--- config.mk ---
export PLATFORM = sky130hd
export DESIGN_NAME = sos_output_select
export DESIGN_NICKNAME = d
export VERILOG_FILES = /design/src/rtl/sos_pkg.sv /design/src/rtl/sos_sync.sv /design/src/rtl/sos_output_select.sv
export SDC_FILE = /design/constraint.sdc
export NUM_CORES = 1
export LEC_CHECK = 0
export ABC_AREA = 0
export BUFFER_PORTS_ARGS = -buffer_cell sky130_fd_sc_hd__buf_2
export CORE_MARGIN = 2
export CORE_UTILIZATION = 45
export CTS_CLUSTER_DIAMETER = 200
export DETAILED_ROUTE_END_ITERATION = 7
export PLACE_DENSITY = 0.78
export RECOVER_POWER = 25
export SLEW_MARGIN = 20
export SYNTH_ARGS = -nofsm -noshare
export SYNTH_HDL_FRONTEND = slang
export SYNTH_SLANG_ARGS = --single-unit
--- constraint.sdc ---
create_clock -name hclk -period 7.4 [get_ports hclk]
set_input_delay 1.11 -clock hclk [delete_from_list [all_inputs] [get_ports hclk]]
set_output_delay 1.11 -clock hclk [all_outputs]
set_load 0.02 [all_outputs]
--- src/rtl/sos_pkg.sv ---
package sos_pkg;

   ////////////////////////////////////////////////////////////////////////////////
   // Timing
   localparam int unsigned SOS_CLK_HZ = 125_000_000;
   localparam int unsigned SOS_MS_PER_S = 1000;
   localparam int unsigned SOS_MS_CYCLES = SOS_CLK_HZ / SOS_MS_PER_S;
   localparam int unsigned SOS_LED_COUNT = 12;
   localparam int unsigned SOS_WALK_STEP_MS = 200;
   localparam int unsigned SOS_WALK_END_MS = SOS_LED_COUNT * SOS_WALK_STEP_MS;
   localparam int unsigned SOS_VERSION_MS = 1500;
   localparam int unsigned SOS_VER_A_END_MS = SOS_WALK_END_MS + SOS_VERSION_MS;
   localparam int unsigned SOS_VER_B_END_MS = SOS_VER_A_END_MS + SOS_VERSION_MS;
   localparam int unsigned SOS_POWERUP_MS = 7000;
   localparam int unsigned SOS_FLASH_BIT = 7;

   ////////////////////////////////////////////////////////////////////////////////
   // Register map, byte addresses within the slave's window
   localparam logic [11:0] SOS_CTRL_ADDR = 12'h000;
   localparam logic [11:0] SOS_STATUS_ADDR = 12'h004;
   localparam logic [11:0] SOS_VERSION_ADDR = 12'h008;
   localparam logic [11:0] SOS_AUDIO_ADDR = 12'h00C;
   localparam logic [7:0] SOS_CTRL_RESET = 8'h04;
   localparam logic [1:0] SOS_HTRANS_NONSEQ = 2'h2;

   ////////////////////////////////////////////////////////////////////////////////
   // Video
   localparam int unsigned SOS_VID_W = 20;
   localparam logic [19:0] SOS_GRAY_WORD = 20'h8_0200;
   localparam logic [1:0] SOS_RATE_HD = 2'h1;
   localparam logic [1:0] SOS_RATE_3G = 2'h2;
   localparam logic [20:0] SOS_PIX_720 = 21'h0E_1000;
   localparam logic [20:0] SOS_PIX_1080 = 21'h1F_A400;

   typedef enum logic [1:0] {
      SOS_ST_POWERUP = 2'b00,
      SOS_ST_PASS = 2'b01,
      SOS_ST_GRAY = 2'b10,
      SOS_ST_IMAGE = 2'b11
   } sos_state_type;

   typedef struct packed {
      logic valid;
      logic [SOS_VID_W-1:0] data;
   } sos_video_type;

   // Bit order matches the CTRL register, bit 0 last
   typedef struct packed {
      logic board_link_ok;
      logic usb_transfer_active;
      logic fmt_1080;
      logic [2:0] gray_hold_interval;
      logic reference_timing_only_mode;
      logic optical_select;
   } sos_ctrl_type;

   typedef struct packed {
      logic status;
      logic coax;
      logic optical;
      logic done;
   } sos_board_led_type;

endpackage : sos_pkg

--- src/rtl/sos_sync.sv ---
`timescale 1ns/1ps
`default_nettype none
module sos_sync #(
   parameter int unsigned W = 4
) (
   input wire logic hclk,
   input wire logic hresetn,
   input wire logic [W-1:0] async_in,
   output logic [W-1:0] sync_out
);
   import sos_pkg::*;

   typedef struct packed {
      logic [W-1:0] s1;
      logic [W-1:0] s2;
      logic [W-1:0] s3;
      logic [W-1:0] q;
   } sos_sync_state_type;

   sos_sync_state_type r_reg;
   sos_sync_state_type r_next;

   // A bit changes only once stages two and three agree
   always_comb begin
      r_next = r_reg;
      r_next.s1 = async_in;
      r_next.s2 = r_reg.s1;
      r_next.s3 = r_reg.s2;
      r_next.q = (r_reg.s3 & ~(r_reg.s2 ^ r_reg.s3)) | (r_reg.q & (r_reg.s2 ^ r_reg.s3));
   end

   always_ff @(posedge hclk or negedge hresetn) begin
      if (!hresetn) begin
         r_reg <= '0;
      end else begin
         r_reg <= r_next;
      end
   end

   assign sync_out = r_reg.q;

endmodule : sos_sync
`default_nettype wire

--- src/rtl/sos_output_select.sv ---
// Operation
// After power-up, light all twelve front indicators one after another.
// Then show firmware version patterns, then hold power indicator on.
// USB indicator dark unless drive attached and transfer in progress.
// Input indicator lit while selected input carries valid video.
// Data indicator toggles on each bus message addressed to this module.
// Audio indicator lit only while de-embedding and its channel has signal.
// Board status flashes during power-up, then steady while boards communicate.
// Coaxial board indicator lit only if coaxial selected and valid.
// Optical board indicator lit only if optical selected and valid.
// Configuration-done indicator lit once logic is configured and running.
// After power-up enable outputs; route valid selected input to outputs.
// Without valid input, gray for configured interval, then stored image.
// Power-up sequence lasts about seven seconds before output source acts.
// While compatible input is recognised, generator idle and input passed.
// Optical output always carries the same stream as coaxial output.
// Generated image is 720 or 1080 lines per stored format value.
// HD and 3G rate inputs count as compatible.
// Both fixed images read from nonvolatile storage while generating.
// Gray interval is 0 to 7 whole seconds; 0 skips gray.
// Reference-only mode always sends the generated image to outputs.
// Losing input during pass-through restarts gray interval, then image.
//
// Decided for this implementation: the AHB-Lite interface to the registers and the register offsets.
`timescale 1ns/1ps
`default_nettype none
module sos_output_select #(
   parameter int unsigned MS_CYCLES = sos_pkg::SOS_MS_CYCLES,
   parameter logic [11:0] FW_VERSION_A = 12'h021,
   parameter logic [11:0] FW_VERSION_B = 12'h022
) (
   input wire logic hclk,
   input wire logic hresetn,
   input wire logic hsel,
   input wire logic [31:0] haddr,
   input wire logic [1:0] htrans,
   input wire logic hwrite,
   input wire logic [2:0] hsize,
   input wire logic [31:0] hwdata,
   input wire logic hready,
   output logic hreadyout,
   output logic hresp,
   output logic [31:0] hrdata,
   input wire logic coax_valid_pin,
   input wire logic optical_valid_pin,
   input wire logic usb_attached_pin,
   input wire logic config_done_pin,
   input wire logic [1:0] coax_rate,
   input wire logic [1:0] optical_rate,
   input wire sos_pkg::sos_video_type coax_video,
   input wire sos_pkg::sos_video_type optical_video,
   input wire logic bus_addr_hit,
   input wire logic deembed_active,
   input wire logic [7:0] audio_present,
   output logic img_rd_en,
   output logic img_sel_1080,
   output logic [20:0] img_rd_addr,
   input wire logic [sos_pkg::SOS_VID_W-1:0] img_rd_data,
   output logic vid_out_en,
   output sos_pkg::sos_video_type coax_out,
   output sos_pkg::sos_video_type optical_out,
   output logic [11:0] front_led,
   output sos_pkg::sos_board_led_type board_led
);
   import sos_pkg::*;

   ////////////////////////////////////////////////////////////////////////////////
   // State

   typedef struct packed {
      sos_state_type st;
      logic [16:0] ms_div;
      logic [12:0] ms_cnt;
      logic [7:0] step_cnt;
      logic [3:0] walk_idx;
      sos_ctrl_type ctrl;
      logic wr_pend;
      logic [11:0] wr_addr;
      logic [31:0] rdata;
      logic [20:0] pix;
      logic img_pend;
      sos_video_type vid;
      logic vid_en;
      logic [11:0] fled;
      sos_board_led_type bled;
      logic data_led;
   } sos_core_type;

   sos_core_type r_reg;
   sos_core_type r_next;

   logic [3:0] pins_sync;
   logic coax_ok;
   logic optical_ok;
   logic sel_valid;
   logic pass_ok;
   logic tick;
   logic pu_done;
   logic [12:0] hold_ms;
   logic [20:0] pix_last;
   logic ahb_take;
   logic [11:0] ahb_off;

   ////////////////////////////////////////////////////////////////////////////////
   // Pin synchronisers

   sos_sync #(
      .W(4)
   ) u_sync (
      .hclk(hclk),
      .hresetn(hresetn),
      .async_in({config_done_pin, usb_attached_pin, optical_valid_pin, coax_valid_pin}),
      .sync_out(pins_sync)
   );

   function automatic logic rate_ok(input logic [1:0] rate);
      rate_ok = (rate == SOS_RATE_HD) || (rate == SOS_RATE_3G);
   endfunction : rate_ok

   ////////////////////////////////////////////////////////////////////////////////
   // Next-state logic

   always_comb begin
      r_next = r_reg;
      coax_ok = pins_sync[0] && rate_ok(coax_rate);
      optical_ok = pins_sync[1] && rate_ok(optical_rate);
      sel_valid = r_reg.ctrl.optical_select ? optical_ok : coax_ok;
      // Reference-only keeps the input for timing, never as picture
      pass_ok = sel_valid && !r_reg.ctrl.reference_timing_only_mode;
      tick = (r_reg.ms_div == 17'(MS_CYCLES - 1));
      pu_done = (r_reg.st != SOS_ST_POWERUP);
      hold_ms = 13'(r_reg.ctrl.gray_hold_interval) * 13'(SOS_MS_PER_S);
      pix_last = r_reg.ctrl.fmt_1080 ? (SOS_PIX_1080 - 21'd1) : (SOS_PIX_720 - 21'd1);
      ahb_take = hsel && hready && (htrans == SOS_HTRANS_NONSEQ);
      ahb_off = {haddr[11:2], 2'b00};

      r_next.ms_div = tick ? 17'd0 : r_reg.ms_div + 17'd1;

      // Every timed step moves on the one-millisecond enable pulse, so the
      // whole power-up needs only narrow counters instead of one wide one

      ////////////////////////////////////////////////////////////////////////////////
      // Source sequencing
      // The power-up phase owns ms_cnt; later states reuse it for the gray hold
      case (r_reg.st)
         SOS_ST_POWERUP: begin
            if (tick) begin
               r_next.ms_cnt = r_reg.ms_cnt + 13'd1;
               if (r_reg.walk_idx < 4'(SOS_LED_COUNT)) begin
                  if (r_reg.step_cnt == 8'(SOS_WALK_STEP_MS - 1)) begin
                     r_next.step_cnt = 8'd0;
                     r_next.walk_idx = r_reg.walk_idx + 4'd1;
                  end else begin
                     r_next.step_cnt = r_reg.step_cnt + 8'd1;
                  end
               end
               if (r_reg.ms_cnt == 13'(SOS_POWERUP_MS - 1)) begin
                  r_next.ms_cnt = 13'd0;
                  if (pass_ok) begin
                     r_next.st = SOS_ST_PASS;
                  end else if (r_reg.ctrl.gray_hold_interval == 3'd0 ||
                               r_reg.ctrl.reference_timing_only_mode) begin
                     r_next.st = SOS_ST_IMAGE;
                  end else begin
                     r_next.st = SOS_ST_GRAY;
                  end
               end
            end
         end

         // A lost input restarts the hold from zero, never from a stale count
         SOS_ST_PASS: begin
            if (!pass_ok) begin
               r_next.ms_cnt = 13'd0;
               if (r_reg.ctrl.gray_hold_interval == 3'd0 ||
                   r_reg.ctrl.reference_timing_only_mode) begin
                  r_next.st = SOS_ST_IMAGE;
               end else begin
                  r_next.st = SOS_ST_GRAY;
               end
            end
         end

         // Compared with >= so that a shorter hold written mid-interval ends it
         SOS_ST_GRAY: begin
            if (pass_ok) begin
               r_next.st = SOS_ST_PASS;
            end else if (r_reg.ms_cnt >= hold_ms ||
                         r_reg.ctrl.reference_timing_only_mode) begin
               r_next.st = SOS_ST_IMAGE;
               r_next.ms_cnt = 13'd0;
            end else if (tick) begin
               r_next.ms_cnt = r_reg.ms_cnt + 13'd1;
            end
         end

         SOS_ST_IMAGE: begin
            if (pass_ok) begin
               r_next.st = SOS_ST_PASS;
            end
         end

         default: begin
            r_next.st = SOS_ST_POWERUP;
         end
      endcase


      ////////////////////////////////////////////////////////////////////////////////
      // Image readout runs only while the stored image is on air
      // The store answers one cycle late, so valid trails the state by a cycle
      r_next.img_pend = (r_reg.st == SOS_ST_IMAGE);
      if (r_reg.st == SOS_ST_IMAGE) begin
         r_next.pix = (r_reg.pix >= pix_last) ? 21'd0 : r_reg.pix + 21'd1;
      end else begin
         r_next.pix = 21'd0;
      end


      ////////////////////////////////////////////////////////////////////////////////
      // Output stream; no seamless changeover is attempted
      // Downstream gear sees a short break whenever the stored image takes over
      r_next.vid_en = pu_done;
      case (r_reg.st)
         SOS_ST_PASS: begin
            r_next.vid = r_reg.ctrl.optical_select ? optical_video : coax_video;
         end
         SOS_ST_GRAY: begin
            r_next.vid.valid = 1'b1;
            r_next.vid.data = SOS_GRAY_WORD;
         end
         SOS_ST_IMAGE: begin
            r_next.vid.valid = r_reg.img_pend;
            r_next.vid.data = img_rd_data;
         end
         default: begin
            r_next.vid = '0;
         end
      endcase


      ////////////////////////////////////////////////////////////////////////////////
      // Indicators
      // The walk and version patterns own the front row until power-up is over
      if (bus_addr_hit) begin
         r_next.data_led = !r_reg.data_led;
      end
      if (!pu_done) begin
         if (r_reg.walk_idx < 4'(SOS_LED_COUNT)) begin
            r_next.fled = 12'h001 << r_reg.walk_idx;
         end else if (r_reg.ms_cnt < 13'(SOS_VER_A_END_MS)) begin
            r_next.fled = FW_VERSION_A;
         end else if (r_reg.ms_cnt < 13'(SOS_VER_B_END_MS)) begin
            r_next.fled = FW_VERSION_B;
         end else begin
            r_next.fled = 12'h001;
         end
         r_next.bled.status = r_reg.ms_cnt[SOS_FLASH_BIT];
      end else begin
         r_next.fled[0] = 1'b1;
         r_next.fled[1] = pins_sync[2] && r_reg.ctrl.usb_transfer_active;
         r_next.fled[2] = sel_valid;
         r_next.fled[3] = r_reg.data_led;
         r_next.fled[11:4] = audio_present & {8{deembed_active && sel_valid}};
         r_next.bled.status = r_reg.ctrl.board_link_ok;
      end
      r_next.bled.coax = !r_reg.ctrl.optical_select && coax_ok;
      r_next.bled.optical = r_reg.ctrl.optical_select && optical_ok;
      r_next.bled.done = pins_sync[3];


      ////////////////////////////////////////////////////////////////////////////////
      // Bus slave: zero wait states, read data registered in the address phase
      // A read right after a control write still sees the old control word
      r_next.wr_pend = ahb_take && hwrite;
      r_next.wr_addr = ahb_off;
      if (r_reg.wr_pend && r_reg.wr_addr == SOS_CTRL_ADDR) begin
         r_next.ctrl = sos_ctrl_type'(hwdata[7:0]);
      end
      if (ahb_take && !hwrite) begin
         case (ahb_off)
            SOS_CTRL_ADDR: begin
               r_next.rdata = {24'h00_0000, r_reg.ctrl};
            end
            SOS_STATUS_ADDR: begin
               r_next.rdata = {11'h000, r_reg.fled, r_reg.bled, r_reg.vid_en,
                               pu_done, sel_valid, r_reg.st};
            end
            SOS_VERSION_ADDR: begin
               r_next.rdata = {8'h00, FW_VERSION_B, FW_VERSION_A};
            end
            SOS_AUDIO_ADDR: begin
               r_next.rdata = {23'h00_0000, deembed_active, audio_present};
            end
            default: begin
               r_next.rdata = 32'h0000_0000;
            end
         endcase
      end
   end

   ////////////////////////////////////////////////////////////////////////////////
   // Registers

   always_ff @(posedge hclk or negedge hresetn) begin
      if (!hresetn) begin
         r_reg <= '0;
         r_reg.st <= SOS_ST_POWERUP;
         r_reg.ctrl <= sos_ctrl_type'(SOS_CTRL_RESET);
      end else begin
         r_reg <= r_next;
      end
   end

   ////////////////////////////////////////////////////////////////////////////////
   // Outputs

   // Only single word transfers are expected, so no wait state is ever needed
   assign hreadyout = 1'b1;
   assign hresp = 1'b0;
   assign hrdata = r_reg.rdata;
   assign img_rd_en = (r_reg.st == SOS_ST_IMAGE);
   assign img_sel_1080 = r_reg.ctrl.fmt_1080;
   assign img_rd_addr = r_reg.pix;
   assign vid_out_en = r_reg.vid_en;
   assign coax_out = r_reg.vid;
   // Both outputs share one register, so they can never drift apart
   assign optical_out = r_reg.vid;
   assign front_led = r_reg.fled;
   assign board_led = r_reg.bled;

endmodule : sos_output_select
`default_nettype wire

## After elaboration in Yosys (flattened, before gate mapping)

Index checks and enable logic that the tools add are counted.

- Register bits: 172
- Input bits: 154
- Output and inout bits: 116
- Logic and storage cells: 129

- $add $sub $neg: 5
- Multiply operators: 1
- $lt $le $gt $ge: 5
- Eq/ne operators: 21
- Shift-type cells: 1
- Muxes and demuxes: 31
- Bitwise logic cells: 6
- Reduce and logical (&&, ||, !) cells: 30

Operators by type and width:

| operator | count |
|---|---|
| $mux 21 | 4 |
| $pmux 21 s4 | 1 |
| $mux 13 | 6 |
| $pmux 21 s3 | 1 |
| $pmux 13 s3 | 1 |
| $mux 25 | 1 |
| $mux 12 | 2 |
| $add 21x1->21 const B | 1 |
| $ge 21x21->1 | 1 |
| $eq 10x2->1 const B | 2 |
| $add 17x1->17 const B | 1 |
| $eq 17x17->1 const B | 1 |
| $mux 17 | 1 |
| $mux 2 | 7 |
| $add 13x1->13 const B | 1 |
| $eq 13x13->1 const B | 1 |
| $ge 13x13->1 | 1 |
| $lt 13x12->1 const B | 1 |
| $lt 13x13->1 const B | 1 |
| $logic_and 1x1->1 | 12 |
| $logic_not 12->1 | 1 |
| $mux 6 | 2 |
| $shl 1x4->12 const A | 1 |
| $eq 10x1->1 const B | 1 |
| other kinds (29) | 48 |

## Depth between registers and ports, before layout

Gate-level depths: netlist (run 1).

- Depth in word-level cells: 9
- Gate-level depth with buffers: 15
- Mapped depth without buffers: 14

## By module

Synthesis (run 1) repeated with hierarchy kept, for this count alone.

- Cells, all modules: 873
- Area, all modules: 8844.7 µm²

Modules (own cells, without submodules):

| module | instances | cells an instance | area an instance (µm²) | sequential area each (µm²) |
|---|---|---|---|---|
| sos_output_select | 1 | 849 | 8369.3 | 3629.7 |
| sos_sync | 1 | 24 | 475.5 | 400.4 |

## Worst setup path before layout (run 1)

No wires, ideal clock.

- Kind: flip-flop to flip-flop
- Start: register r_reg[108] in the netlist's numbering
- End: register r_reg[129] in the netlist's numbering
- Library setup time: 0.121 ns
- Arrival time: 3.569 ns
- Required time: 7.279 ns
- Path slack: 3.710 ns
- Cell stages (with the launch flop): 15
- Buffers on the path: 1
- Period minus slack after synthesis: 3.690 ns
- Cells stage by stage: dfstp_2 > inv_1 > ha_1 > ha_1 > fa_1 > inv_1 > fa_1 > ha_1 > a21oi_1 > o21ai_0 > a211o_1 > o211a_1 > nor2b_1 > buf_4 > a22o_1

- Cells in the longest elaborated chain, start to end: 6
- Elaborated cells between the ends (all ways): 8
- Those cells by class: 1 x mul; 1 x order compare; 1 x eq/ne; 3 x mux; 2 x reduce/logical

Ends and longest elaborated chain:

| what | line | RTL |
|---|---|---|
| from (decl) | sos_output_select.sv:89 | `sos_core_type r_reg;` |
| from (signal assigned) | sos_output_select.sv:311 | `r_reg <= r_next;` |
| $mul 3x7->10 (*) | sos_output_select.sv:132 | `hold_ms = 13'(r_reg.ctrl.gray_hold_interval) * 13'(SOS_MS_PER_S);` |
| $ge 13x13->1 (*) | sos_output_select.sv:188 | `end else if (r_reg.ms_cnt >= hold_ms \|\|` |
| $logic_or 1x1->1 (*) | sos_output_select.sv:188 |  |
| $mux 13 | sos_output_select.sv:188 |  |
| $mux 13 | sos_output_select.sv:186 | `if (pass_ok) begin` |
| $pmux 13 s3 | sos_output_select.sv:145 | `case (r_reg.st)` |

Every way passes the cells marked *; elsewhere a longest branch is shown, timed or not. The select of a mux whose other input is x is not followed.
A chain may end at the register's enable or synchronous reset.

==> qor.csv, run 1 <==
stage,metric,value,unit
critical_path,cp_slowest_cell,clkbuf_1,
yosys,synth_area_leader_cell,dfrtp_1,
floorplanning,num_rows,51,
critical_path,crit_type,in -> async,
critical_path,critical_path_required,7.81,ns
layout,stdcell_count,1230,
place,place_inst,1199,
worst_hold_path,min_path_cells,0,
sta,fin_worst_skew,0.00993,ns
yosys,yosys_most_used_dff,dfrtp_1,
yosys,syn_inst,852,
job,maxCapViolCount,1,
sta,hold_viol,0,
sta,rsz0062_at_grt,false,
global_routing,met2_usage,29.7,%
critical_path,crit_chain,clkbuf_1 > buf_4,
yosys,synth_cell_types,68,
drt,vias_per_cell,5.21,
layout,synthToLayoutAreaGrowth,12.3,%
clocking,cts_tree,yes,
clocking,clock-sinks,161,
pwr,irDropWorstVdd,140,µV
layout,nets,1151,
worst_hold_path,hold_class,reg -> reg,
global_routing,busiest_layer,met2,
global_routing,grt_use_met1,24.3,%
yosys,ys_seq_elements,161,
critical_path,critPathCaptureType,asynchronous set/reset pin,
clocking,cts_root_buf,clkbuf_16,
global_routing,grt_remaining_overflow,0,
yosys,synth_warnings,0,
clocking,clk_path_buf_depth,2,
clocking,clk_pin_slew,0.06,ns
clocking,ctsHoldBuffers,0,
yosys,async_flop_share,100,%
sta,setup_tns,0,ns
sta,max_clock_freq,206,MHz
critical_path,crit_arrival,5.27,ns
layout,largest_reg_flops,64,
yosys,synth.most_common_cell,dfrtp_1,
yosys,ys_seq_area_share,45.8,%
sta,final.period_utilization,65.7,%
sta,finalSetupViolCount,0,
clocking,clk_latency,0.42,ns
pwr,p_leak,4.85,nW
critical_path,crit_fanout,81,
critical_path,crit_cells,2,
sta,worst_pin_slew,4.29,ns
sta,layout_min_cycle_time,4.86,ns
floorplanning,core_area,19300,µm²
yosys,syn-cell-area,8800,µm²
drt,drc,0,
layout,drive_gt1_share,28.5,%
floorplanning,die_w,144,µm
sta,maxSlewHeadroom,-186,%
sta,final_max_slew_viol_count,82,
global_routing,grt_use_met3,3.27,%
critical_path,slowest_delay,2.95,ns
critical_path,crit_family,buffers and inverters,
place,hpwlAfterDp,14200,µm
floorplanning,ioPinCount,270,
floorplanning,die_h,144,µm
global_routing,grt_use_total,18.4,%
yosys,synth.avg_cell_area,10.3,µm²
global_routing,grt_max_degree,82,
clocking,htree_num_levels,4,
drt,ant_nets,0,
sta,hold_ws,0.346,ns
global_routing,first_global_vias,6094,
drt,num_vias,6410,
place,portBuffers,207,
floorplanning,start_util,45.5,%
pwr,power_density,197,nW/µm²
drt,drtIter0Drc,394,
clocking,cts_inserted_buffers,17,
critical_path,cp-start-kind,primary input,
critical_path,path_buf_inv,2,
place,gp_congestion,0.834,
clocking,postCtsSetupBuffers,0,
drt,wl_per_cell,15.6,µm
run_status,violations,"capacitance limit, slew limit",
layout,diodes,0,
run_status,status,"complete, but fails checks",
drt,routed_wl,19200,µm
critical_path,ff2ff_path_depth,13,
floorplanning,dieArea,20700,µm²
yosys,yosysTopAreaCellShare,45.5,%
yosys,synth_edf_count,0,
global_routing,antenna_found_initial,0,
global_routing,grt_pass1_wl,30100,µm
clocking,ctsResizeCount,0,
yosys,synth_area_leaders,"dfrtp_1, buf_4, ha_1",
drt,firstDrtPassIters,4,
yosys,synth_commonest_cells,"dfrtp_1, buf_4, nor2_1",
-- through the flow --
stage | power (mW) | setup slack, ns | area (µm²) | util [%]
final | 1.95 | 2.54 | 9880 | 51.1
after global routing | 2.02 | 1.54 | 9880 | 51.1
after floorplan | 0.996 | 3.71 | 8840 | -
after CTS | 1.97 | 2.89 | 9900 | 51.2
after detailed placement | 1.06 | 2.90 | 9290 | 48.0
after global placement | 1.05 | 2.99 | 9290 | 48.0
-- layout by cell type (no fill, tap or decap), types with 4 or more instances in the layout --
cell,count
clkbuf_16,17
xor2_1,24
o21ai_1,8
and3_1,10
buf_4,4
o31ai_1,4
nand4_1,12
nor2_1,72
and4_1,6
o21bai_1,4
o21ai_0,30
a22o_1,24
nor3_1,14
a21oi_1,18
nand3_1,29
nor2b_1,11
nor4_1,6
a22oi_1,24
inv_1,28
clkbuf_1,11
a21o_1,7
maj3_1,4
nand2_1,54
conb_1,13
xnor2_1,18
ha_1,40
fa_1,4
buf_2,198
clkinv_4,4
mux2_2,35
nand2b_1,4
dfrtp_1,160
-- routing by layer --
| layer | wire length, µm | vias up |
|---|---|---|
| met1 | 8350 | 3118 |
| met2 | 9400 | 197 |
| met3 | 986 | 26 |
| li1 | - | 3069 |
| met5 | 0 | - |
| met4 | 457 | 0 |
-- worst paths after layout --
kind	startpoint	to	slack, ns
max	hresetn	r_reg[156]$_DFFE_PN0P_	2.54
min	u_sync.r_next[10]$_DFF_PN0_	u_sync.r_next[6]$_DFF_PN0_	0.35
max reg2reg	r_reg[108]$_DFFE_PN1P_	r_reg[137]$_DFFE_PN0P_	2.89
min reg2reg	u_sync.r_next[10]$_DFF_PN0_	u_sync.r_next[6]$_DFF_PN0_	0.35
max in group hclk	r_reg[108]$_DFFE_PN1P_	r_reg[137]$_DFFE_PN0P_	2.89
min in group asynchronous	hresetn	r_reg[99]$_DFF_PN0_	2.18
-- kinds of logic (layout without fill, tap and decap cells) --
logic type | Yosys count | after routing | share of synthesized area (%)
AND/OR/NAND/NOR | 248 | 248 | 14.5
XOR/XNOR | 42 | 42 | 4.18
other | 2 | 13 | 0.0853
buffers and inverters | 169 | 271 | 12.1
flip-flops | 161 | 161 | 45.8
adder cells (fa/ha/maj) | 48 | 48 | 7.05
AO/OA/AOI/OAI | 143 | 143 | 11.3
multiplexers | 39 | 39 | 4.95
-- where the power goes --
group	switching, mW	internal, mW
Clock	0.356	0.551
Combinational	0.0770	0.0570
Sequential	0.0109	0.895
Total	0.444	1.50
-- final cells by class --
type | count | area [µm²]
fill | 1746 | 9450
sequential | 161 | 4030
multi-input combinational | 533 | 3740
timing repair buffer | 212 | 1060
clock buffer | 20 | 457
tap | 265 | 332
clock inverter | 11 | 155
inverter | 28 | 105
(Power assumes the default switching activity.)
==> inputs of run 2 (changes only) <==
- PLACE_DENSITY: 0.78 -> 0.81
- clock period: 7.4 -> 3.97 ns (I/O delays scaled with it)
==> qor.csv, run 2 (synthesis gave the netlist of run 1 again) <==
stage,metric,value,unit
run_status,status,"complete, but fails checks",
run_status,violations,"capacitance limit, slew limit",
sta,finalSetupViolCount,0,
sta,final_max_slew_viol_count,104,
job,maxCapViolCount,1,
layout,ff_latch_area,4030,µm²
clocking,clk_pin_slew,0.07,ns
critical_path,cp_common_cell,buf_4,
clocking,htree_num_levels,4,
floorplanning,start_util,45.5,%
drt,met2WireLength,9630,µm
drt,routed_wl,19700,µm
sta,worst_pin_slew,2.51,ns
critical_path,crit_type,reg -> reg,
clocking,cts_root_buf,clkbuf_16,
drt,drtIter0Drc,389,
drt,num_vias,6571,
layout,synthToLayoutAreaGrowth,13.7,%
global_routing,grt_max_degree,104,
drt,ant_nets,0,
sta,maxSlewHeadroom,-67.3,%
sta,hold_viol,0,
critical_path,crit_chain,buf_4 > ha_1 > ha_4 > fa_2 > inv_1 > fa_1 > xor2_1 > ha_1 > and4_4 > o311a_1 > a211oi_2 > buf_4 > buf_4 > nor2_1 > o21bai_1 > mux2_1,
place,portBuffers,207,
sta,layout_min_cycle_time,3.83,ns
sta,final.period_utilization,96.4,%
critical_path,cp_slowest_cell,dfstp_2,
sta,max_clock_freq,261,MHz
critical_path,crit_fanout,4,
critical_path,critical_path_required,4.28,ns
floorplanning,core_area,19300,µm²
layout,final_cell_mix,"buf_2, dfrtp_1, nor2_1",
sta,hold_ws,0.270,ns
pwr,irDropWorstVdd,271,µV
drt,wl_per_cell,15.9,µm
drt,drt-met1-wl,8420,µm
floorplanning,die_h,144,µm
pwr,power_density,356,nW/µm²
critical_path,cp-start-kind,register,
layout,final_common_cell,buf_2,
layout,largest_reg_flops,64,
place,gp_congestion,0.851,
global_routing,grt_remaining_overflow,0,
clocking,clock-sinks,161,
sta,fin_worst_skew,0.0106,ns
critical_path,crit_arrival,4.14,ns
clocking,clk_latency,0.44,ns
global_routing,antenna_found_initial,2,
drt,firstDrtPassIters,4,
global_routing,grt_use_total,18.7,%
clocking,clk_path_buf_depth,2,
global_routing,grt_pass1_wl,30600,µm
drt,vias_per_cell,5.29,
pwr,p_leak,4.90,nW
floorplanning,num_rows,51,
clocking,ctsHoldBuffers,0,
clocking,cts_inserted_buffers,17,
layout,diodes,0,
place,place_inst,1210,
floorplanning,ioPinCount,270,
floorplanning,die_w,144,µm
layout,drive_gt1_share,30.8,%
critical_path,critPathCaptureType,register,
layout,fillerInstances,1681,
worst_hold_path,hold_class,in -> reg,
layout,stdcell_count,1243,
drt,wl_met3,1100,µm
critical_path,path_buf_inv,4,
layout,multi_input_area,3800,µm²
layout,nets,1163,
critical_path,slowest_delay,0.58,ns
place,hpwlAfterDp,14400,µm
global_routing,first_global_vias,6161,
drt,highest_layer,met5,
critical_path,crit_family,adder cells,
clocking,cts_tree,yes,
floorplanning,dieArea,20700,µm²
drt,drc,0,
run 2: final cells by class:
| type | instances | share of cell area [%] |
|---|---|---|
| Multi-Input combinational cell | 533 | 38.0 |
| Clock inverter | 14 | 1.39 |
| Inverter | 28 | 1.05 |
| Tap cell | 265 | 3.31 |
| Sequential cell | 161 | 40.3 |
| Timing Repair Buffer | 224 | 11.6 |
| Clock buffer | 18 | 4.39 |
run 2: repair_timing:
item | 4_1_cts | 5_1_grt
endpoints found under the setup margin | 11 | 14
pin swaps | 0 | 6
resized for setup | 1 | 13
buffers inserted | 0 | 1
run 2: layer usage:
layer  global-route usage [%]  vias to the layer above
met5                        0                        -
met4                     8.00                        2
met3                     4.53                       36
met2                     30.9                      222
met1                     23.4                     3211
li1                         -                     3100
run 2: path summary, 6_finish.rpt:
| check | to | startpoint | cells past startpoint | slack, ns |
|---|---|---|---|---|
| worst max-delay path | r_reg[156]$_DFFE_PN0P_ | r_reg[108]$_DFFE_PN1P_ | 16 | 0.14 |
| worst min-delay path | u_sync.r_next[9]$_DFF_PN0_ | optical_valid_pin | 1 | 0.27 |
| worst max register to register | r_reg[156]$_DFFE_PN0P_ | r_reg[108]$_DFFE_PN1P_ | 16 | 0.14 |
| worst min register to register | u_sync.r_next[6]$_DFF_PN0_ | u_sync.r_next[10]$_DFF_PN0_ | 0 | 0.35 |
| max in group asynchronous | coax_out[8]$_DFF_PN0_ | hresetn | 1 | 1.57 |
| min in group asynchronous | r_reg[97]$_DFF_PN0_ | hresetn | 1 | 0.89 |
run 2: stage by stage:
stage | setup WS (ns) | cell area, µm² | total power [mW] | TNS [ns] | util [%]
after floorplan | 0.280 | 8840 | 1.86 | 0 | -
after global placement | 0.0102 | 9370 | 1.97 | 0 | 48.5
after detailed placement | -0.105 | 9370 | 1.98 | -1.05 | 48.5
after CTS | 0.0226 | 9950 | 3.57 | 0 | 51.5
after global routing | -0.0452 | 10000 | 3.69 | -0.0528 | 51.8
final | 0.142 | 10000 | 3.56 | 0 | 51.8
run 2: power by group:
part | switching [mW] | internal [mW]
logic | 0.153 | 0.120
registers | 0.0189 | 1.67
clock network | 0.747 | 0.853
==> inputs of run 3 (changes only) <==
==> constraint.sdc (replaced) <==
create_clock -name hclk -period 3.97 [get_ports hclk]
set_input_delay 0.1985 -clock hclk [delete_from_list [all_inputs] [get_ports hclk]]
set_output_delay 0.1985 -clock hclk [all_outputs]
set_load 0.02 [all_outputs]
==> qor.csv, run 3 (synthesis gave the netlist of run 1 again) <==
stage,metric,value,unit
clocking,cts_root_buf,clkbuf_16,
layout,final_common_cell,dfrtp_1,
place,portBuffers,207,
floorplanning,core_area,19300,µm²
pwr,p_leak,4.69,nW
sta,final_max_slew_viol_count,104,
floorplanning,ioPinCount,270,
layout,drive_gt1_share,22.8,%
critical_path,path_buf_inv,1,
layout,diodes,0,
floorplanning,dieArea,20700,µm²
floorplanning,num_rows,51,
layout,nets,1181,
job,maxCapViolCount,1,
place,gp_congestion,0.858,
run_status,status,"complete, but fails checks",
sta,layout_min_cycle_time,3.85,ns
clocking,clk_pin_slew,0.06,ns
global_routing,antenna_found_initial,0,
critical_path,critPathCaptureType,register,
critical_path,r2r_slack,0.12,ns
critical_path,critical_path_required,4.31,ns
drt,routed_wl,20100,µm
critical_path,ff2ff_path_depth,14,
global_routing,grt_remaining_overflow,0,
sta,setup_tns,0,ns
drt,firstDrtPassIters,6,
sta,maxSlewHeadroom,-69.1,%
global_routing,grt_use_total,19.0,%
pwr,irDropWorstVdd,275,µV
global_routing,first_global_vias,6377,
critical_path,slowest_delay,0.60,ns
floorplanning,start_util,45.5,%
critical_path,worstReg2RegEnd,r_reg[130]$_DFFE_PN0P_,
critical_path,crit_chain,fa_2 > ha_1 > a21oi_2 > o21bai_1 > a21oi_1 > xor2_1 > ha_1 > and4_4 > o311a_1 > a211oi_2 > mux2i_1 > buf_4 > or4b_1 > o221ai_1,
worst_hold_path,min_path_cells,2,
worst_hold_path,min_from,hwdata[4],
drt,vias_per_cell,5.24,
clocking,cts_inserted_buffers,17,
sta,max_clock_freq,260,MHz
sta,hold_viol,0,
critical_path,crit_fanout,5,
critical_path,cp_slowest_cell,dfstp_2,
drt,num_vias,6609,
clocking,clock-sinks,161,
layout,ff_latch_area,4030,µm²
clocking,htree_num_levels,4,
critical_path,crit_arrival,4.19,ns
drt,ant_nets,0,
layout,multi_input_area,3790,µm²
critical_path,r2r-start,r_reg[108]$_DFFE_PN1P_,
pwr,power_density,361,nW/µm²
run_status,violations,"capacitance limit, slew limit",
clocking,cts_tree,yes,
critical_path,crit_type,reg -> reg,
sta,worst_pin_slew,2.54,ns
layout,synthToLayoutAreaGrowth,15.2,%
layout,final_cell_mix,"dfrtp_1, buf_2, clkbuf_1",
global_routing,grt_pass1_wl,31300,µm
layout,largest_reg_flops,64,
sta,hold_ws,0.0236,ns
layout,fillerInstances,1701,
worst_hold_path,hold_class,in -> reg,
critical_path,cp-start-kind,register,
sta,final.period_utilization,97.0,%
global_routing,grt_max_degree,105,
clocking,clk_latency,0.44,ns
sta,fin_worst_skew,0.0121,ns
floorplanning,die_h,144,µm
critical_path,crit_family,adder cells,
place,hpwlAfterDp,14400,µm
sta,finalSetupViolCount,0,
critical_path,cp_common_cell,ha_1,
floorplanning,die_w,144,µm
drt,drtIter0Drc,367,
clocking,clk_path_buf_depth,2,
drt,drc,0,
worst_hold_path,holdPathEnd,r_reg[110]$_DFFE_PN0P_,
drt,wl_per_cell,16.0,µm
[run 3: changes by cell type in the layout (fill, tap and decap cells not counted), moves of 4 or more]
cell / change
clkbuf_1: +70
dlygate4sd3_1: +23
inv_8: -4
buf_4: -6
buf_2: -70
[run 3: how the worst max path moves through the flow]
stage | start | endpoint | slack, ns | cells past startpoint
detailed placement | r_reg[108]$_DFFE_PN1P_ | r_reg[134]$_DFFE_PN0P_ | -0.07 | 13
floorplan | r_reg[108]$_DFFE_PN1P_ | r_reg[129]$_DFFE_PN0P_ | 0.28 | 14
global route | r_reg[108]$_DFFE_PN1P_ | r_reg[130]$_DFFE_PN0P_ | -0.01 | 15
CTS | r_reg[108]$_DFFE_PN1P_ | r_reg[130]$_DFFE_PN0P_ | 0.02 | 14
finish | r_reg[108]$_DFFE_PN1P_ | r_reg[130]$_DFFE_PN0P_ | 0.12 | 14
global placement | r_reg[108]$_DFFE_PN1P_ | r_reg[136]$_DFFE_PN0P_ | 0.01 | 13
[run 3: timing repair]
action,in CTS,in global routing
setup endpoints to repair,11,14
hold buffers,23,0
hold endpoints to repair,124,0
setup buffers,0,1
resized for setup,1,12
pin swaps,0,6
[run 3: power by group]
part	internal, mW	switching, mW
Combinational	0.135	0.160
Sequential	1.67	0.0197
Clock	0.991	0.687
Total	2.79	0.866
[run 3: final cells by class]
cell class | instances | area share [%]
sequential | 161 | 39.8
tap | 265 | 3.27
multi-input combinational | 533 | 37.4
clock buffer | 20 | 4.60
timing repair buffer | 242 | 12.6
clock inverter | 12 | 1.42
inverter | 28 | 1.04
[run 3: routing by layer]
metal / GRT usage, % / part of all wire (%) / up-vias
li1: - / - / 3122
met2: 31.4 / 49 / 219
met3: 3.83 / 5.1 / 31
met5: 0 / 0 / -
met1: 24.7 / 43 / 3237
met4: 7.48 / 2.4 / 0
[run 3: stage by stage]
stage	worst slack, ns	cell area [µm²]	total power, mW	utilization (%)	cells
6_report	0.119	10100	3.66	52.4	1261
5_1_grt	-0.0102	10100	3.81	52.4	1261
4_1_cts	0.0236	10200	3.68	52.7	1260
3_5_place_dp	-0.0728	9350	1.98	48.3	1205
3_3_place_gp	0.0124	9350	1.97	48.3	1205
2_1_floorplan	0.280	8840	1.86	-	863
